## src/hbia_cfg.svh

```systemverilog
// Purpose: Constants for the host bus interface and arbiter block
// Assumes: 10 MHz system clock
// Notes: Status codes are the active-low cycle status lines as a 3-bit value
`ifndef HBIA_CFG_SVH
`define HBIA_CFG_SVH

// ****************************************
// Cycle status encodings {s2,s1,s0}
// ****************************************
`define HBIA_ST_LFETCH 3'h0
`define HBIA_ST_LREAD 3'h1
`define HBIA_ST_LWRITE 3'h2
`define HBIA_ST_HALT 3'h3
`define HBIA_ST_SFETCH 3'h4
`define HBIA_ST_SREAD 3'h5
`define HBIA_ST_SWRITE 3'h6
`define HBIA_ST_PASSIVE 3'h7

// ****************************************
// Clock divider and boot address
// ****************************************
`define HBIA_CLK_DIV 2'h3
`define HBIA_BOOT_ADDR 20'hF_FFF6
`define HBIA_RST_CYCLES 4'h8
// Idle level of every synchronised pin, in synchroniser bit order
`define HBIA_SYNC_IDLE 13'h171D

`endif

```

## src/hbia_pkg.sv

```systemverilog
// Purpose: Types for the host bus interface and arbiter block
// Assumes: Constants come from hbia_cfg.svh
// Notes: Types only
package hbia_pkg;

    // Arbiter states
    typedef enum logic [1:0]
    {
        HBIA_ARB_IDLE,
        HBIA_ARB_REQ,
        HBIA_ARB_OWN
    } hbia_arb_e;

    // Cycle status value
    typedef logic [2:0] hbia_status_t;

endpackage : hbia_pkg

```

## src/hbia_top.sv

```systemverilog
// Purpose: Processor reset, command decode, bus arbitration, data steering
// Assumes: One 15 MHz oscillator clock is not used; clk runs at 10 MHz and
//          the processor clock is a divide-by-three enable output
// Notes: Far-side pins pass a two-flop synchroniser before use
`timescale 1ns/1ps
`include "hbia_cfg.svh"

// ****************************************
// Top module
// ****************************************
// Overview of operation
// - Reset restarts processor, clears latch, control
// - First attention boots, later ones read blocks
// - Selector bit marks system or local cycle
// - Status lines decode to bus commands
// - Local commands reach ROM, RAM, decoders
// - Byte or word fetch, bit0 steers swap
// - Processor clock is input divided by three
// - Reset issued at power-up, init, board reset
// - Target ready synchronised before processor sees it
// - Request bus when system cycle needs it
// - Assert busy once granted
// - Address enable gates system commands and ready, lane enables
// - Strap chooses higher-only or any release
// - Address strobe loads system and local latches
// - Direction high outward, low inward
// - System enable high, local enable low
// - Low, high and swap data lanes
// - Swap only for byte mode access
// - Separate lane enables, low from bit0
module hbia_top
    import hbia_pkg::*;
(
    // Clock and reset
    input wire logic clk,
    input wire logic sys_rst,
    // Board reset and attention from the wake-up decoder
    input wire logic board_rst_n,
    input wire logic channel_attention_in,
    // Processor cycle status and address
    input wire logic cycle_status_0_n,
    input wire logic cycle_status_1_n,
    input wire logic cycle_status_2_n,
    input wire logic internal_addr_bit0,
    input wire logic byte_mode,
    input wire logic addr_strobe_in,
    // System bus arbitration pins
    input wire logic bus_priority_in_n,
    input wire logic bus_busy_in_n,
    input wire logic other_request_n,
    input wire logic higher_request_n,
    input wire logic any_request_strap,
    // Ready sources
    input wire logic xfer_ack_n,
    input wire logic port_ready,
    // Processor side outputs
    output logic io_processor_rst_n,
    output logic io_processor_clk,
    output logic channel_attention,
    output logic boot_fetch,
    output logic processor_ready,
    output logic system_select,
    // Commands
    output logic mem_read_cmd_n,
    output logic mem_write_cmd_n,
    output logic io_read_cmd_n,
    output logic advanced_io_write_cmd_n,
    output logic int_ack_cmd_n,
    // Arbitration outputs
    output logic bus_request_n,
    output logic bus_busy_n,
    output logic bus_busy_oe_n,
    output logic address_enable_n,
    // Data path steering
    output logic sys_latch_strobe,
    output logic local_latch_strobe,
    output logic transmit_receive_dir,
    output logic system_data_enable,
    output logic local_data_enable_n,
    output logic high_lane_enable_n,
    output logic low_lane_enable_n,
    output logic swap_lane_enable_n,
    output logic system_addr_bit0_n
);

    // ****************************************
    // Input synchronisers
    // ****************************************
    localparam int NS = 13;
    logic [NS-1:0] raw_in;
    logic [NS-1:0] sync1_r;  // First stage, read only by stage two
    logic [NS-1:0] sync2_r;  // Stable copies
    logic [NS-1:0] sync1_nxt;
    logic [NS-1:0] sync2_nxt;

    assign raw_in = {board_rst_n, channel_attention_in, cycle_status_2_n,
                     cycle_status_1_n, cycle_status_0_n, internal_addr_bit0,
                     byte_mode, addr_strobe_in, bus_priority_in_n,
                     other_request_n, higher_request_n, any_request_strap,
                     xfer_ack_n};

    // Two flops per pin; ready also passes here
    always_comb
    begin
        sync1_nxt = raw_in;
        sync2_nxt = sync1_r;
    end

    always_ff @(posedge clk or posedge sys_rst)
    begin
        if (sys_rst)
        begin
            // Idle pin levels, so no false strobe follows reset
            sync1_r <= `HBIA_SYNC_IDLE;
            sync2_r <= `HBIA_SYNC_IDLE;
        end
        else
        begin
            sync1_r <= sync1_nxt;
            sync2_r <= sync2_nxt;
        end
    end

    // Named views of the synchronised pins
    logic s_brst_n, s_ca, s_a0, s_byte, s_ale, s_prio_n;
    logic s_other_n, s_higher_n, s_any, s_xack_n;
    hbia_status_t s_st;
    assign s_brst_n = sync2_r[12];
    assign s_ca = sync2_r[11];
    assign s_st = sync2_r[10:8];
    assign s_a0 = sync2_r[7];
    assign s_byte = sync2_r[6];
    assign s_ale = sync2_r[5];
    assign s_prio_n = sync2_r[4];
    assign s_other_n = sync2_r[3];
    assign s_higher_n = sync2_r[2];
    assign s_any = sync2_r[1];
    assign s_xack_n = sync2_r[0];

    // Port ready is same-domain on-board logic; still registered once
    logic pready_r, pready_nxt;

    // ****************************************
    // Helper functions
    // ****************************************
    // True for the three system-space cycle codes
    function automatic logic is_system(input hbia_status_t st);
        is_system = (st == `HBIA_ST_SFETCH) || (st == `HBIA_ST_SREAD)
                    || (st == `HBIA_ST_SWRITE);
    endfunction : is_system

    // True for any cycle that moves data
    function automatic logic is_active(input hbia_status_t st);
        is_active = (st != `HBIA_ST_HALT) && (st != `HBIA_ST_PASSIVE);
    endfunction : is_active

    // ****************************************
    // Clock divider and reset generator
    // ****************************************
    logic [1:0] div_r, div_nxt;
    logic pclk_r, pclk_nxt;
    logic [3:0] rstcnt_r, rstcnt_nxt;
    logic prst_n_r, prst_n_nxt;

    // Divide by three; one-third duty like the original generator
    always_comb
    begin
        div_nxt = (div_r == `HBIA_CLK_DIV - 2'h1) ? 2'h0 : div_r + 2'h1;
        pclk_nxt = (div_nxt == 2'h0);
    end

    // Reset held after power-up or any board reset, then released
    // Holding it restarts firmware and clears control logic
    always_comb
    begin
        if (!s_brst_n)
            rstcnt_nxt = `HBIA_RST_CYCLES;
        else if (rstcnt_r != 4'h0)
            rstcnt_nxt = rstcnt_r - 4'h1;
        else
            rstcnt_nxt = 4'h0;
        prst_n_nxt = (rstcnt_nxt == 4'h0);
    end

    always_ff @(posedge clk or posedge sys_rst)
    begin
        if (sys_rst)
        begin
            div_r <= 2'h0;
            pclk_r <= 1'b0;
            rstcnt_r <= `HBIA_RST_CYCLES;
            prst_n_r <= 1'b0;
        end
        else
        begin
            div_r <= div_nxt;
            pclk_r <= pclk_nxt;
            rstcnt_r <= rstcnt_nxt;
            prst_n_r <= prst_n_nxt;
        end
    end

    // ****************************************
    // Channel attention tracking
    // ****************************************
    logic booted_r, booted_nxt;
    logic ca_r, ca_nxt;
    logic boot_r, boot_nxt;

    // First attention after reset flags a boot fetch; later ones do not
    always_comb
    begin
        ca_nxt = s_ca && prst_n_r;
        booted_nxt = booted_r;
        boot_nxt = boot_r;
        if (!prst_n_r)
        begin
            booted_nxt = 1'b0;  // Reset forgets the link
            boot_nxt = 1'b0;
        end
        else if (s_ca && !ca_r)
        begin
            boot_nxt = !booted_r;  // Boot fetch only on first
            booted_nxt = 1'b1;
        end
    end

    // ****************************************
    // Arbiter
    // ****************************************
    hbia_arb_e arb_r, arb_nxt;
    logic release_req;

    // Strap picks which requesters can pull the bus away
    assign release_req = s_any ? (!s_other_n || !s_higher_n) : !s_higher_n;

    always_comb
    begin
        arb_nxt = arb_r;
        case (arb_r)
            HBIA_ARB_IDLE:
                if (is_system(s_st))
                    arb_nxt = HBIA_ARB_REQ;  // Need bus, not holding
            HBIA_ARB_REQ:
                if (!s_prio_n)
                    arb_nxt = HBIA_ARB_OWN;  // Host grant
            HBIA_ARB_OWN:
                // Hold between cycles until someone eligible asks
                if (!is_system(s_st) && release_req)
                    arb_nxt = HBIA_ARB_IDLE;
            default:
                arb_nxt = HBIA_ARB_IDLE;
        endcase
        if (!prst_n_r)
            arb_nxt = HBIA_ARB_IDLE;
    end

    // ****************************************
    // Registered outputs
    // ****************************************
    logic [4:0] cmd_nxt;   // {mrd,mwt,ior,aiow,inta}, active low
    logic own;
    logic sysc;
    logic swap;

    assign own = (arb_nxt == HBIA_ARB_OWN);
    assign sysc = is_system(s_st);
    // Swap for byte access at an odd address
    assign swap = s_byte && s_a0;

    // Commands; system ones gated by address enable
    always_comb
    begin
        cmd_nxt = 5'h1F;
        case (s_st)
            `HBIA_ST_SFETCH, `HBIA_ST_SREAD:
                cmd_nxt[4] = !own;
            `HBIA_ST_SWRITE:
                cmd_nxt[3] = !own;
            `HBIA_ST_LREAD:
                cmd_nxt[2] = 1'b0;  // ROM and RAM read
            `HBIA_ST_LWRITE:
                cmd_nxt[1] = 1'b0;  // RAM write, decoder enable
            `HBIA_ST_LFETCH:
                cmd_nxt[0] = 1'b0;
            default:
                cmd_nxt = 5'h1F;    // Halt and passive issue nothing
        endcase
        // Next reset level, so no command shares a cycle with reset
        if (!prst_n_nxt)
            cmd_nxt = 5'h1F;
        pready_nxt = port_ready;
    end

    logic [4:0] cmd_r;
    logic sel_r, ready_r, dir_r, den_r, local_data_enable_n_n_r, ale_r;
    logic hi_n_r, lo_n_r, sw_n_r, a0_n_r;

    always_ff @(posedge clk or posedge sys_rst)
    begin
        if (sys_rst)
        begin
            booted_r <= 1'b0;
            ca_r <= 1'b0;
            boot_r <= 1'b0;
            arb_r <= HBIA_ARB_IDLE;
            pready_r <= 1'b0;
            cmd_r <= 5'h1F;
            sel_r <= 1'b0;
            ready_r <= 1'b0;
            dir_r <= 1'b0;
            den_r <= 1'b0;
            local_data_enable_n_n_r <= 1'b1;
            ale_r <= 1'b0;
            hi_n_r <= 1'b1;
            lo_n_r <= 1'b1;
            sw_n_r <= 1'b1;
            a0_n_r <= 1'b1;
        end
        else
        begin
            booted_r <= booted_nxt;
            ca_r <= ca_nxt;
            boot_r <= boot_nxt;
            arb_r <= arb_nxt;
            pready_r <= pready_nxt;
            cmd_r <= cmd_nxt;
            sel_r <= sysc;  // System or local target
            // Ready: external ack on system cycles, port on local
            ready_r <= sysc ? (!s_xack_n && own) : pready_r;
            // Outward on writes
            dir_r <= (s_st == `HBIA_ST_SWRITE) || (s_st == `HBIA_ST_LWRITE);
            den_r <= sysc && own;
            local_data_enable_n_n_r <= !(is_active(s_st) && !sysc);
            ale_r <= s_ale;  // One strobe feeds both latches
            // Three lanes, each with its own enable
            hi_n_r <= !(sysc && own && !swap && (!s_byte || s_a0));
            lo_n_r <= !(sysc && own && !s_a0);
            sw_n_r <= !(sysc && own && swap);
            a0_n_r <= !s_a0;
        end
    end

    // ****************************************
    // Output assignments from flops
    // ****************************************
    assign io_processor_rst_n = prst_n_r;
    assign io_processor_clk = pclk_r;
    assign channel_attention = ca_r;
    assign boot_fetch = boot_r;
    assign processor_ready = ready_r;
    assign system_select = sel_r;
    assign mem_read_cmd_n = cmd_r[4];
    assign mem_write_cmd_n = cmd_r[3];
    assign io_read_cmd_n = cmd_r[2];
    assign advanced_io_write_cmd_n = cmd_r[1];
    assign int_ack_cmd_n = cmd_r[0];
    // Request only while waiting; busy while owning
    logic req_n_r, busy_n_r, aen_n_r;
    always_ff @(posedge clk or posedge sys_rst)
    begin
        if (sys_rst)
        begin
            req_n_r <= 1'b1;
            busy_n_r <= 1'b1;
            aen_n_r <= 1'b1;
        end
        else
        begin
            req_n_r <= !(arb_nxt == HBIA_ARB_REQ);
            busy_n_r <= !own;
            aen_n_r <= !own;
        end
    end
    assign bus_request_n = req_n_r;
    assign bus_busy_n = busy_n_r;
    assign bus_busy_oe_n = busy_n_r;  // Open drain: drive only low
    assign address_enable_n = aen_n_r;
    assign sys_latch_strobe = ale_r;
    assign local_latch_strobe = ale_r;
    assign transmit_receive_dir = dir_r;
    assign system_data_enable = den_r;
    assign local_data_enable_n = local_data_enable_n_n_r;
    assign high_lane_enable_n = hi_n_r;
    assign low_lane_enable_n = lo_n_r;
    assign swap_lane_enable_n = sw_n_r;
    assign system_addr_bit0_n = a0_n_r;

endmodule : hbia_top

```

## config.mk

```make
export PLATFORM = sky130hd
export DESIGN_NAME = hbia_top
export DESIGN_NICKNAME = d
export VERILOG_FILES = /design/src/hbia_pkg.sv /design/src/hbia_top.sv
export VERILOG_INCLUDE_DIRS = /design/src /design/src/src
export SDC_FILE = /design/constraint.sdc
export NUM_CORES = 1
export LEC_CHECK = 0
export ABC_AREA = 1
export BUFFER_PORTS_ARGS = -buffer_cell sky130_fd_sc_hd__buf_2
export CAP_MARGIN = 20
export CORE_ASPECT_RATIO = 1.75
export CORE_UTILIZATION = 50
export CTS_BUF_LIST = sky130_fd_sc_hd__clkbuf_8
export DETAILED_ROUTE_END_ITERATION = 10
export PLACE_DENSITY = 0.77
export SKIP_LAST_GASP = 1
export SYNTH_ARGS = -nofsm -noshare
export SYNTH_HDL_FRONTEND = slang
export SYNTH_SLANG_ARGS = --single-unit
```

## constraint.sdc

```tcl
create_clock -name clk -period 1.36 [get_ports clk]
set_input_delay 0.068 -clock clk [delete_from_list [all_inputs] [get_ports clk]]
set_output_delay 0.068 -clock clk [all_outputs]
set_load 0.01 [all_outputs]
```

==> flow_summary.ini, run 1 <==
[die]
core_area_mm2 = 0.003628
num_io_pins = 41
die_area_mm2 = 0.004041
die_w_um = 48.48
num_rows = 29
initial_utilization_pct = 52.10
die_h_um = 83.35

[drt]
drt_iter0_markers = 46
wl_per_cell_um = 11.96
vias = 1162
antenna_left = 0
via_per_inst = 4.521
route.detailed.drc = 0
dr.pass1.iters = 4
wirelength_um = 3074

[yosys]
yosysTopAreaCell = dfstp_2
yosysWarnings = 0
ys_ff_latch = 57
synth_area_mm2 = 0.001891
yosysMostFrequentCell = dfstp_2
synth_area_leaders = dfstp_2 (40%), dfrtp_1 (37%), inv_1 (4.2%), nand2_1 (3.2%), nor2_1 (2.4%)
synth_edf_count = 0
syn_area_per_cell_um2 = 13.70
synth_commonest_cells = dfstp_2 (29), dfrtp_1 (28), inv_1 (21), nand2_1 (16), nor2_1 (12)
seq_area_frac_synth_pct = 77.37
syn_nets = 157
synth_ff_type = dfstp_2
synth_cells = 138
synthDistinctLibCells = 20
synth_top_cell_area_share_pct = 40.30
synth-async-reset-ratio_pct = 100.0

[sta]
finalWorstPathRequiredPeriod_ps = 1340
setup_violations = 0
rsz0062_at_grt = true
fin_skew_ps = 7.954
slew_violations = 0
layout_worst_path_cycle_share_pct = 98.50
relSlewSlack_pct = 70.87
final_hold_viol_count = 0
fmax_mhz = 746.5
holdWs_ps = 304.9
tightest_slew_ps = 436.1

[pwr]
vdd_drop_max_mv = 0.9720
p_clk_share_pct = 35.0
internal_power_mw = 3.024
p_per_area_mw_per_mm2 = 1605
switching_share_pct = 26.31
combPwrFrac_pct = 16.8
seq_power_share_pct = 48.2
leakagePower_nw = 1.245
switchingPower_mw = 1.080

[global_route]
overflow = 0
track_usage_pct = 17.24
grt_max_degree = 38
antenna_found_initial = 0
grt_pass1_vias = 1214
grt_pass1_wl_um = 4940

[clock_tree]
htree_num_levels = 3
clockBufferDepth = 2
cts-root-buf = clkbuf_8
cts_tree = built
cts_inserted_buffers = 9
cts.sinks = 57
cts.clk_slew.worst_paths_ps = 60
clk_latency_ps = 320

[critical_path]
cp_max_fo = 6
crit_arrival_ps = 1600
path_cells = inv_2 > ha_4 > inv_2 > o211ai_2 > nand2_2 > nor2_4 > buf_4
worst_path_max_delay_cell = dfrtp_1
crit_type = flop to flop
worstPathRequired_ps = 1620
cp-start-kind = flop
cp_slowest_stage_delay_ps = 350
r2r-start = rstcnt_r[0]
crit_path_end_kind = flop
crit_path_start = rstcnt_r[0]
path_common_cell = inv_2

[place]
dp.cells = 221
gp_congestion = 0.7009
port_buffers = 39
dp_hpwl_um = 2095

[min_path]
min_path_type = primary input to async pin

[job]
cap_violations = 0

[final_layout]
layout-drive-gt1-share_pct = 53.55
multi_input_area_um2 = 346.6
fin_cells = 257
antenna_cells = 0
nFillCells = 262
regArea_mm2 = 0.001463
syn_to_final_growth_pct = 35.21
num-nets-final = 225

[run_status]
status = completed
## state kept, by name, indices dropped and copies added (netlist names), 2 cells and up
name,cells
arb_r,2
cmd_r,5
div_r,2
rstcnt_r,4
sync1_r,13
sync2_r,13
## placed cells by master (no fill, tap or decap)
cell,n
nand3_2,3
o211ai_2,2
dfstp_2,29
dlygate4sd3_1,15
ha_1,1
nand3b_1,1
nand2_1,15
clkbuf_8,13
inv_1,18
clkinvlp_4,1
nand4_1,1
nand2_4,2
dfrtp_1,28
nand3_1,6
buf_4,6
nand2_2,5
o31ai_1,1
nor2_1,11
clkinv_2,2
nor2_2,2
a21oi_1,1
ha_4,1
buf_12,1
nor2_4,3
buf_2,39
inv_2,4
## area by class of cell
class	count	area share [%]
clock buffers	13	7.000
clock inverters	3	0.5384
inverters	22	3.377
multi-input cells	55	13.56
flip-flops and latches	57	57.22
well taps	46	2.252
repair buffers	61	16.05
## critical path, delay by kind of cell (launching register included)
family / cells / cell delay, ps
AOI/OAI and AO/OA: 1 / 160
buffers and inverters: 3 / 230
and+or+nand+nor: 2 / 270
DFF: 1 / 350
adders and majority gates: 1 / 270
## path summary, 6_finish.rpt
check,endpoint,slack [ps],cells after the start
setup / recovery,io_processor_rst_n,20,7
hold / removal,rstcnt_r[0],300,3
setup reg to reg,io_processor_rst_n,20,7
hold reg to reg,sync2_r[5],350,0
max in group asynchronous,sync1_r[2],490,4
min in group clk,sync2_r[5],350,0
## cell families (layout without fill, tap and decap cells)
kind of cell	after synthesis	in the layout	synth area share, %
fa+ha+maj	2	2	1.323
flops	57	57	77.37
buf+inv	26	99	5.758
compound gates	4	4	1.985
simple gates	49	49	13.57
## power by group through the flow
stage                     Clock, mW  Combinational, mW  Sequential (mW)
after detailed placement          0              0.540             2.00
final                          1.44              0.691             1.98
after CTS                      1.47              0.578             1.97
after global routing           1.54              0.769             1.99
after global placement            0              0.477             1.99
after floorplan                   0              0.349             2.00
## stage by stage
stage / setup WS (ps) / power, mW / util (%) / instance area [um2] / setup TNS [ps]
2_1_floorplan: 101.2 / 2.348 / - / 1894 / 0
3_3_place_gp: 61.84 / 2.463 / 59.21 / 2148 / 0
3_5_place_dp: -36.02 / 2.540 / 59.21 / 2148 / -142.5
4_1_cts: 7.929 / 4.024 / 68.66 / 2491 / 0
5_1_grt: -47.42 / 4.301 / 70.45 / 2556 / -230.7
6_report: 20.41 / 4.103 / 70.45 / 2556 / 0
## repair_timing
item | 4_1_cts | 5_1_grt
setup buffers | 0 | 5
endpoints found under the hold margin | 22 | 0
pin swaps | 1 | 5
setup endpoints to repair | 5 | 5
gates resized for setup | 1 | 7
hold buffers | 15 | 0
## per-layer routing
| metal | GRT usage [%] | part of all wire [%] |
|---|---|---|
| met2 | 29.45 | 57 |
| met1 | 15.91 | 35 |
| met5 | 0 | 0 |
| met3 | 5.128 | 4.0 |
| met4 | 15.51 | 4.0 |
Note: power is estimated with default switching activity, not from simulation.
==> run 2, diff against run 1 <==
--- a/config.mk
+++ b/config.mk
@@ -10,11 +10,12 @@
 export BUFFER_PORTS_ARGS = -buffer_cell sky130_fd_sc_hd__buf_2
 export CAP_MARGIN = 20
 export CORE_ASPECT_RATIO = 1.75
-export CORE_UTILIZATION = 50
+export CORE_UTILIZATION = 30
 export CTS_BUF_LIST = sky130_fd_sc_hd__clkbuf_8
 export DETAILED_ROUTE_END_ITERATION = 10
-export PLACE_DENSITY = 0.77
+export PLACE_DENSITY = 0.5
 export SKIP_LAST_GASP = 1
 export SYNTH_ARGS = -nofsm -noshare
 export SYNTH_HDL_FRONTEND = slang
 export SYNTH_SLANG_ARGS = --single-unit
+export TNS_END_PERCENT = 50
==> run 2 against run 1 <==
Compared with the run above: first-iteration DRC count decreased by 13%; count of clock-buffer cells in the layout decreased by 3; die area increased by 64%; global-route usage decreased by 6.1 points; clock skew increased by 2.3 ps; wire length decreased by 0.72%; via count decreased by 3.1%; sequential cell count unchanged; critical path depth unchanged; critical path type unchanged; largest power group unchanged.
==> flow_summary.ini, run 2 (synthesis gave the netlist of run 1 again) <==
[clock_tree]
clockBufferDepth = 2
clk_latency_ps = 330
cts.clk_slew.worst_paths_ps = 60
cts.sinks = 57
htree_num_levels = 3
cts_inserted_buffers = 9
cts-root-buf = clkbuf_8
cts_tree = built

[sta]
fin_skew_ps = 10.24
finalWorstPathRequiredPeriod_ps = 1290
final_hold_viol_count = 0
relSlewSlack_pct = 80.28
layout_worst_path_cycle_share_pct = 94.87
setup_violations = 0
holdWs_ps = 346.3
rsz0062_at_grt = true
fin_ws_ps = 69.76
tightest_slew_ps = 294.7
slew_violations = 0
fmax_mhz = 775.1

[final_layout]
antenna_cells = 0
syn_to_final_growth_pct = 34.55
final_common_cell = buf_2
reg.largest.list = sync1_r x13, sync2_r x13, cmd_r x5
num-nets-final = 222
final_cell_mix = buf_2 (39), dfstp_2 (29), dfrtp_1 (28)
nFillCells = 567
layout-drive-gt1-share_pct = 51.92

[drt]
wl_per_cell_um = 10.67
dr_wl_met2_um = 1734
routed-wl-met3_um = 164
route.detailed.drc = 0
antenna_left = 0
top_signal_layer_used = met4
via_per_inst = 3.937
vias = 1126
wl_met1_um = 1090
dr.pass1.iters = 2
drt_iter0_markers = 40
wirelength_um = 3052

[critical_path]
crit_type = flop to flop
worstPathRequired_ps = 1600
crit_arrival_ps = 1530
crit_path_end_kind = flop
cp-start-kind = flop
cp_max_fo = 6

[die]
die_area_mm2 = 0.006636
die_h_um = 107.0
die_w_um = 62.01
initial_utilization_pct = 31.66
num_rows = 37
core_area_mm2 = 0.005972
num_io_pins = 41

[pwr]
leakagePower_nw = 1.223
vdd_drop_max_mv = 0.7045
p_per_area_mw_per_mm2 = 1525

[place]
place_ws_ps = -12.73
gp_congestion = 0.7162
port_buffers = 39
dp_hpwl_um = 2080

[global_route]
grt_pass1_wl_um = 5106
grt_max_degree = 58
overflow = 0
antenna_found_initial = 0
grt_pass1_vias = 1163
track_usage_pct = 11.18

[run_status]
status = completed

[job]
cap_violations = 0

[min_path]
min_path_type = flop to flop
==> run 2: changes by cell type in the layout (fill, tap and decap cells not counted), sizes merged <==
cell    previous run  this run
clkinv             2         4
inv               22        23
buf               46        43
clkbuf            13        10
==> run 2: repair_timing <==
action                     CTS  global route
cloned                       0             0
setup endpoints to repair    2             5
hold endpoints to repair    42             0
setup buffers                1             0
gates resized for setup      0             7
hold buffers                15             0
pin swaps                    2             2
==> run 2: metal layers <==
| metal | global-route usage (%) | vias up |
|---|---|---|
| li1 | - | 550 |
| met2 | 17.78 | 29 |
| met1 | 11.10 | 541 |
| met3 | 4.946 | 6 |
| met5 | 0 | - |
| met4 | 7.619 | 0 |
==> run 2: area by class of cell <==
cell class | count | area (um2) | share of cell area [%]
Multi-Input combinational cell | 55 | 344.1 | 13.53
Clock buffer | 10 | 137.6 | 5.411
Inverter | 22 | 86.33 | 3.394
Clock inverter | 6 | 27.53 | 1.082
Sequential cell | 57 | 1463 | 57.50
Tap cell | 78 | 97.59 | 3.837
Timing Repair Buffer | 58 | 387.9 | 15.25
==> run 2: critical path, cell delays in order, from the launching register on <==
cell and delay, ps:
dfrtp_1 360, inv_2 70, ha_4 270, inv_2 30
o211ai_2 130, nand2_2 80, nor2_4 180, nand3b_1 100
==> run 2: path summary, 6_finish.rpt <==
path / from / to / slack (ps) / cells past startpoint
max: rstcnt_r[0] / cmd_r[0] / 70 / 7
min: sync1_r[1] / sync2_r[1] / 350 / 0
max reg2reg: rstcnt_r[0] / cmd_r[0] / 70 / 7
min reg2reg: sync1_r[1] / sync2_r[1] / 350 / 0
max in group asynchronous: sys_rst / bus_request_n / 700 / 4
min in group asynchronous: sys_rst / rstcnt_r[1] / 360 / 4
==> run 2: stage by stage <==
| stage | utilization [%] | instance area (um2) | cells | setup TNS [ps] | total power, mW |
|---|---|---|---|---|---|
| floorplan | - | 1894 | 138 | 0 | 2.348 |
| global placement | 36.77 | 2196 | 254 | 0 | 2.491 |
| detailed placement | 36.77 | 2196 | 254 | -12.73 | 2.549 |
| CTS | 42.17 | 2519 | 286 | 0 | 3.899 |
| global route | 42.59 | 2544 | 286 | -101.7 | 4.123 |
| finish | 42.59 | 2544 | 286 | 0 | 3.879 |
==> run 2: where the power goes <==
part | leakage (nW) | internal, mW | switching [mW]
Clock | 0.0982 | 0.682 | 0.589
Sequential | 0.655 | 1.88 | 0.0851
Combinational | 0.469 | 0.268 | 0.378
Total | 1.22 | 2.83 | 1.05
==> run 3, diff against run 2 <==
--- a/config.mk
+++ b/config.mk
@@ -9,7 +9,8 @@
 export ABC_AREA = 1
 export BUFFER_PORTS_ARGS = -buffer_cell sky130_fd_sc_hd__buf_2
 export CAP_MARGIN = 20
-export CORE_ASPECT_RATIO = 1.75
+export CORE_ASPECT_RATIO = 1.25
+export CORE_MARGIN = 2
 export CORE_UTILIZATION = 30
 export CTS_BUF_LIST = sky130_fd_sc_hd__clkbuf_8
 export DETAILED_ROUTE_END_ITERATION = 10
==> constraint.sdc (replaced) <==
create_clock -name clk -period 1.05 [get_ports clk]
set_input_delay 0.0525 -clock clk [delete_from_list [all_inputs] [get_ports clk]]
set_output_delay 0.0525 -clock clk [all_outputs]
set_load 0.01 [all_outputs]
==> run 3 against run 2 <==
Compared with the run above: the run now ends with negative setup slack left; worst setup slack lost 290 ps; register-to-register slack worse by 290 ps; die area up 4.8%; power is 33% higher; global-route usage down 1.5 points; fmax increased by 1.3%; final cell count is 6.6% higher; critical path depth did not move; core utilization grew 1.1 points; clock skew fell by 5.0 ps; wire length shrank 7.9%; critical endpoint is now cmd_r[4]; largest power group unchanged.
==> flow_summary.ini, run 3 (synthesis gave the netlist of run 1 again) <==
[clock_tree]
cts_tree = built
clk_latency_ps = 320
cts-root-buf = clkbuf_8
clockBufferDepth = 2
cts.sinks = 57
cts_inserted_buffers = 9
cts.clk_slew.worst_paths_ps = 60
htree_num_levels = 3

[place]
port_buffers = 39
placed_cell_area_mm2 = 0.002277
place_ws_ps = -225.1
dp_hpwl_um = 1812
gp_congestion = 0.7346

[final_layout]
fin_area_mm2 = 0.002676
nFillCells = 599
reg.largest.list = sync1_r x13, sync2_r x13, cmd_r x5
num-nets-final = 234
syn_to_final_growth_pct = 41.56
final_cell_mix = buf_2 (39), dfstp_2 (29), dfrtp_1 (28)
layout-drive-gt1-share_pct = 56.82
final_common_cell = buf_2
antenna_cells = 0

[sta]
setup_tns_ps = -2062
finalWorstPathRequiredPeriod_ps = 1274
fmax_mhz = 784.8
holdWs_ps = 345.7
fin_skew_ps = 5.212
setup_violations = 16
final_hold_viol_count = 0
rsz0062_at_grt = true
relSlewSlack_pct = 80.55
fin_ws_ps = -224.2
layout_worst_path_cycle_share_pct = 121.4
slew_violations = 0
tightest_slew_ps = 290.7

[die]
die_w_um = 75.01
initial_utilization_pct = 30.86
num_rows = 32
core_area_mm2 = 0.006126
die_h_um = 92.76
num_io_pins = 41
die_area_mm2 = 0.006957

[run_status]
violations = negative setup slack
status = finished with violations

[pwr]
leakagePower_nw = 1.295
switchingPower_mw = 1.341
vdd_drop_max_mv = 0.9885
seq_power_share_pct = 49.3
internal_power_mw = 3.806
switching_share_pct = 26.06
p_clk_share_pct = 32.7
combPwrFrac_pct = 18.0
p_per_area_mw_per_mm2 = 1923

[global_route]
grt_use_met2_pct = 15.20
grt_max_degree = 58
grt_pass1_vias = 1197
track_usage_pct = 9.670
grtUsageMet1_pct = 9.561
overflow = 0
antenna_found_initial = 0
grt_pass1_wl_um = 4802
met3_usage_pct = 4.353
busiest_layer = met2

[critical_path]
cp_max_fo = 6
crit_type = flop to flop
cp-start-kind = flop
crit_arrival_ps = 1510
worstPathRequired_ps = 1290
crit_path_end_kind = flop

[drt]
vias = 1155
antenna_left = 0
wl_per_cell_um = 9.216
dr.pass1.iters = 2
route.detailed.drc = 0
wirelength_um = 2811
via_per_inst = 3.787
drt_iter0_markers = 18

[job]
cap_violations = 0

[min_path]
min_path_type = primary input to async pin
-- run 3: cell type report --
class | count | area, um2 | area share, %
well taps | 85 | 106.4 | 3.974
flip-flops and latches | 57 | 1463 | 54.65
multi-input cells | 55 | 369.1 | 13.79
clock buffers | 11 | 151.4 | 5.657
clock inverters | 5 | 18.77 | 0.7013
inverters | 22 | 86.33 | 3.226
repair buffers | 70 | 481.7 | 18.00
-- run 3: final timing paths --
| kind | start | to | slack [ps] | depth (start not counted) |
|---|---|---|---|---|
| setup / recovery | rstcnt_r[0] | cmd_r[4] | -220 | 7 |
| hold / removal | sys_rst | sync2_r[7] | 350 | 4 |
| setup reg to reg | rstcnt_r[0] | cmd_r[4] | -220 | 7 |
| hold reg to reg | sync1_r[5] | sync2_r[5] | 350 | 0 |
| max in group asynchronous | sys_rst | sync1_r[10] | 410 | 4 |
| min in group clk | sync1_r[5] | sync2_r[5] | 350 | 0 |
-- run 3: worst max-delay path, stage by stage, from the launching register on --
cell and delay [ps]:
dfrtp_1 350, inv_2 60, ha_4 260, inv_2 30
o211ai_2 130, nand2_2 80, nor2_4 170, nand3_1 100
-- run 3: layer usage --
metal / part of all wire [%] / vias up
met5: 0 / -
met4: 3.9 / 0
met3: 6.0 / 10
met2: 51 / 30
met1: 39 / 548
li1: - / 567
-- run 3: stage by stage --
| step | util [%] | total power, mW | std cells |
|---|---|---|---|
| after global routing | 43.69 | 5.457 | 305 |
| after floorplan | - | 3.087 | 138 |
| after CTS | 42.77 | 5.187 | 302 |
| final | 43.69 | 5.148 | 305 |
| after detailed placement | 37.17 | 3.357 | 269 |
| after global placement | 37.17 | 3.359 | 269 |
-- run 3: power groups by stage --
stage / Sequential, mW / Clock [mW] / Combinational, mW
floorplan: 2.59 / 0 / 0.496
detailed placement: 2.57 / 0 / 0.788
finish: 2.54 / 1.68 / 0.928
global placement: 2.57 / 0 / 0.789
global route: 2.56 / 1.85 / 1.05
CTS: 2.54 / 1.77 / 0.882
-- run 3: timing repair --
item                                   4_1_cts  5_1_grt
resized for setup                            3       11
endpoints found under the hold margin       42        0
setup buffers                                2        3
hold buffers                                15        0
setup endpoints to repair                   19       24
pin swaps                                    1        4
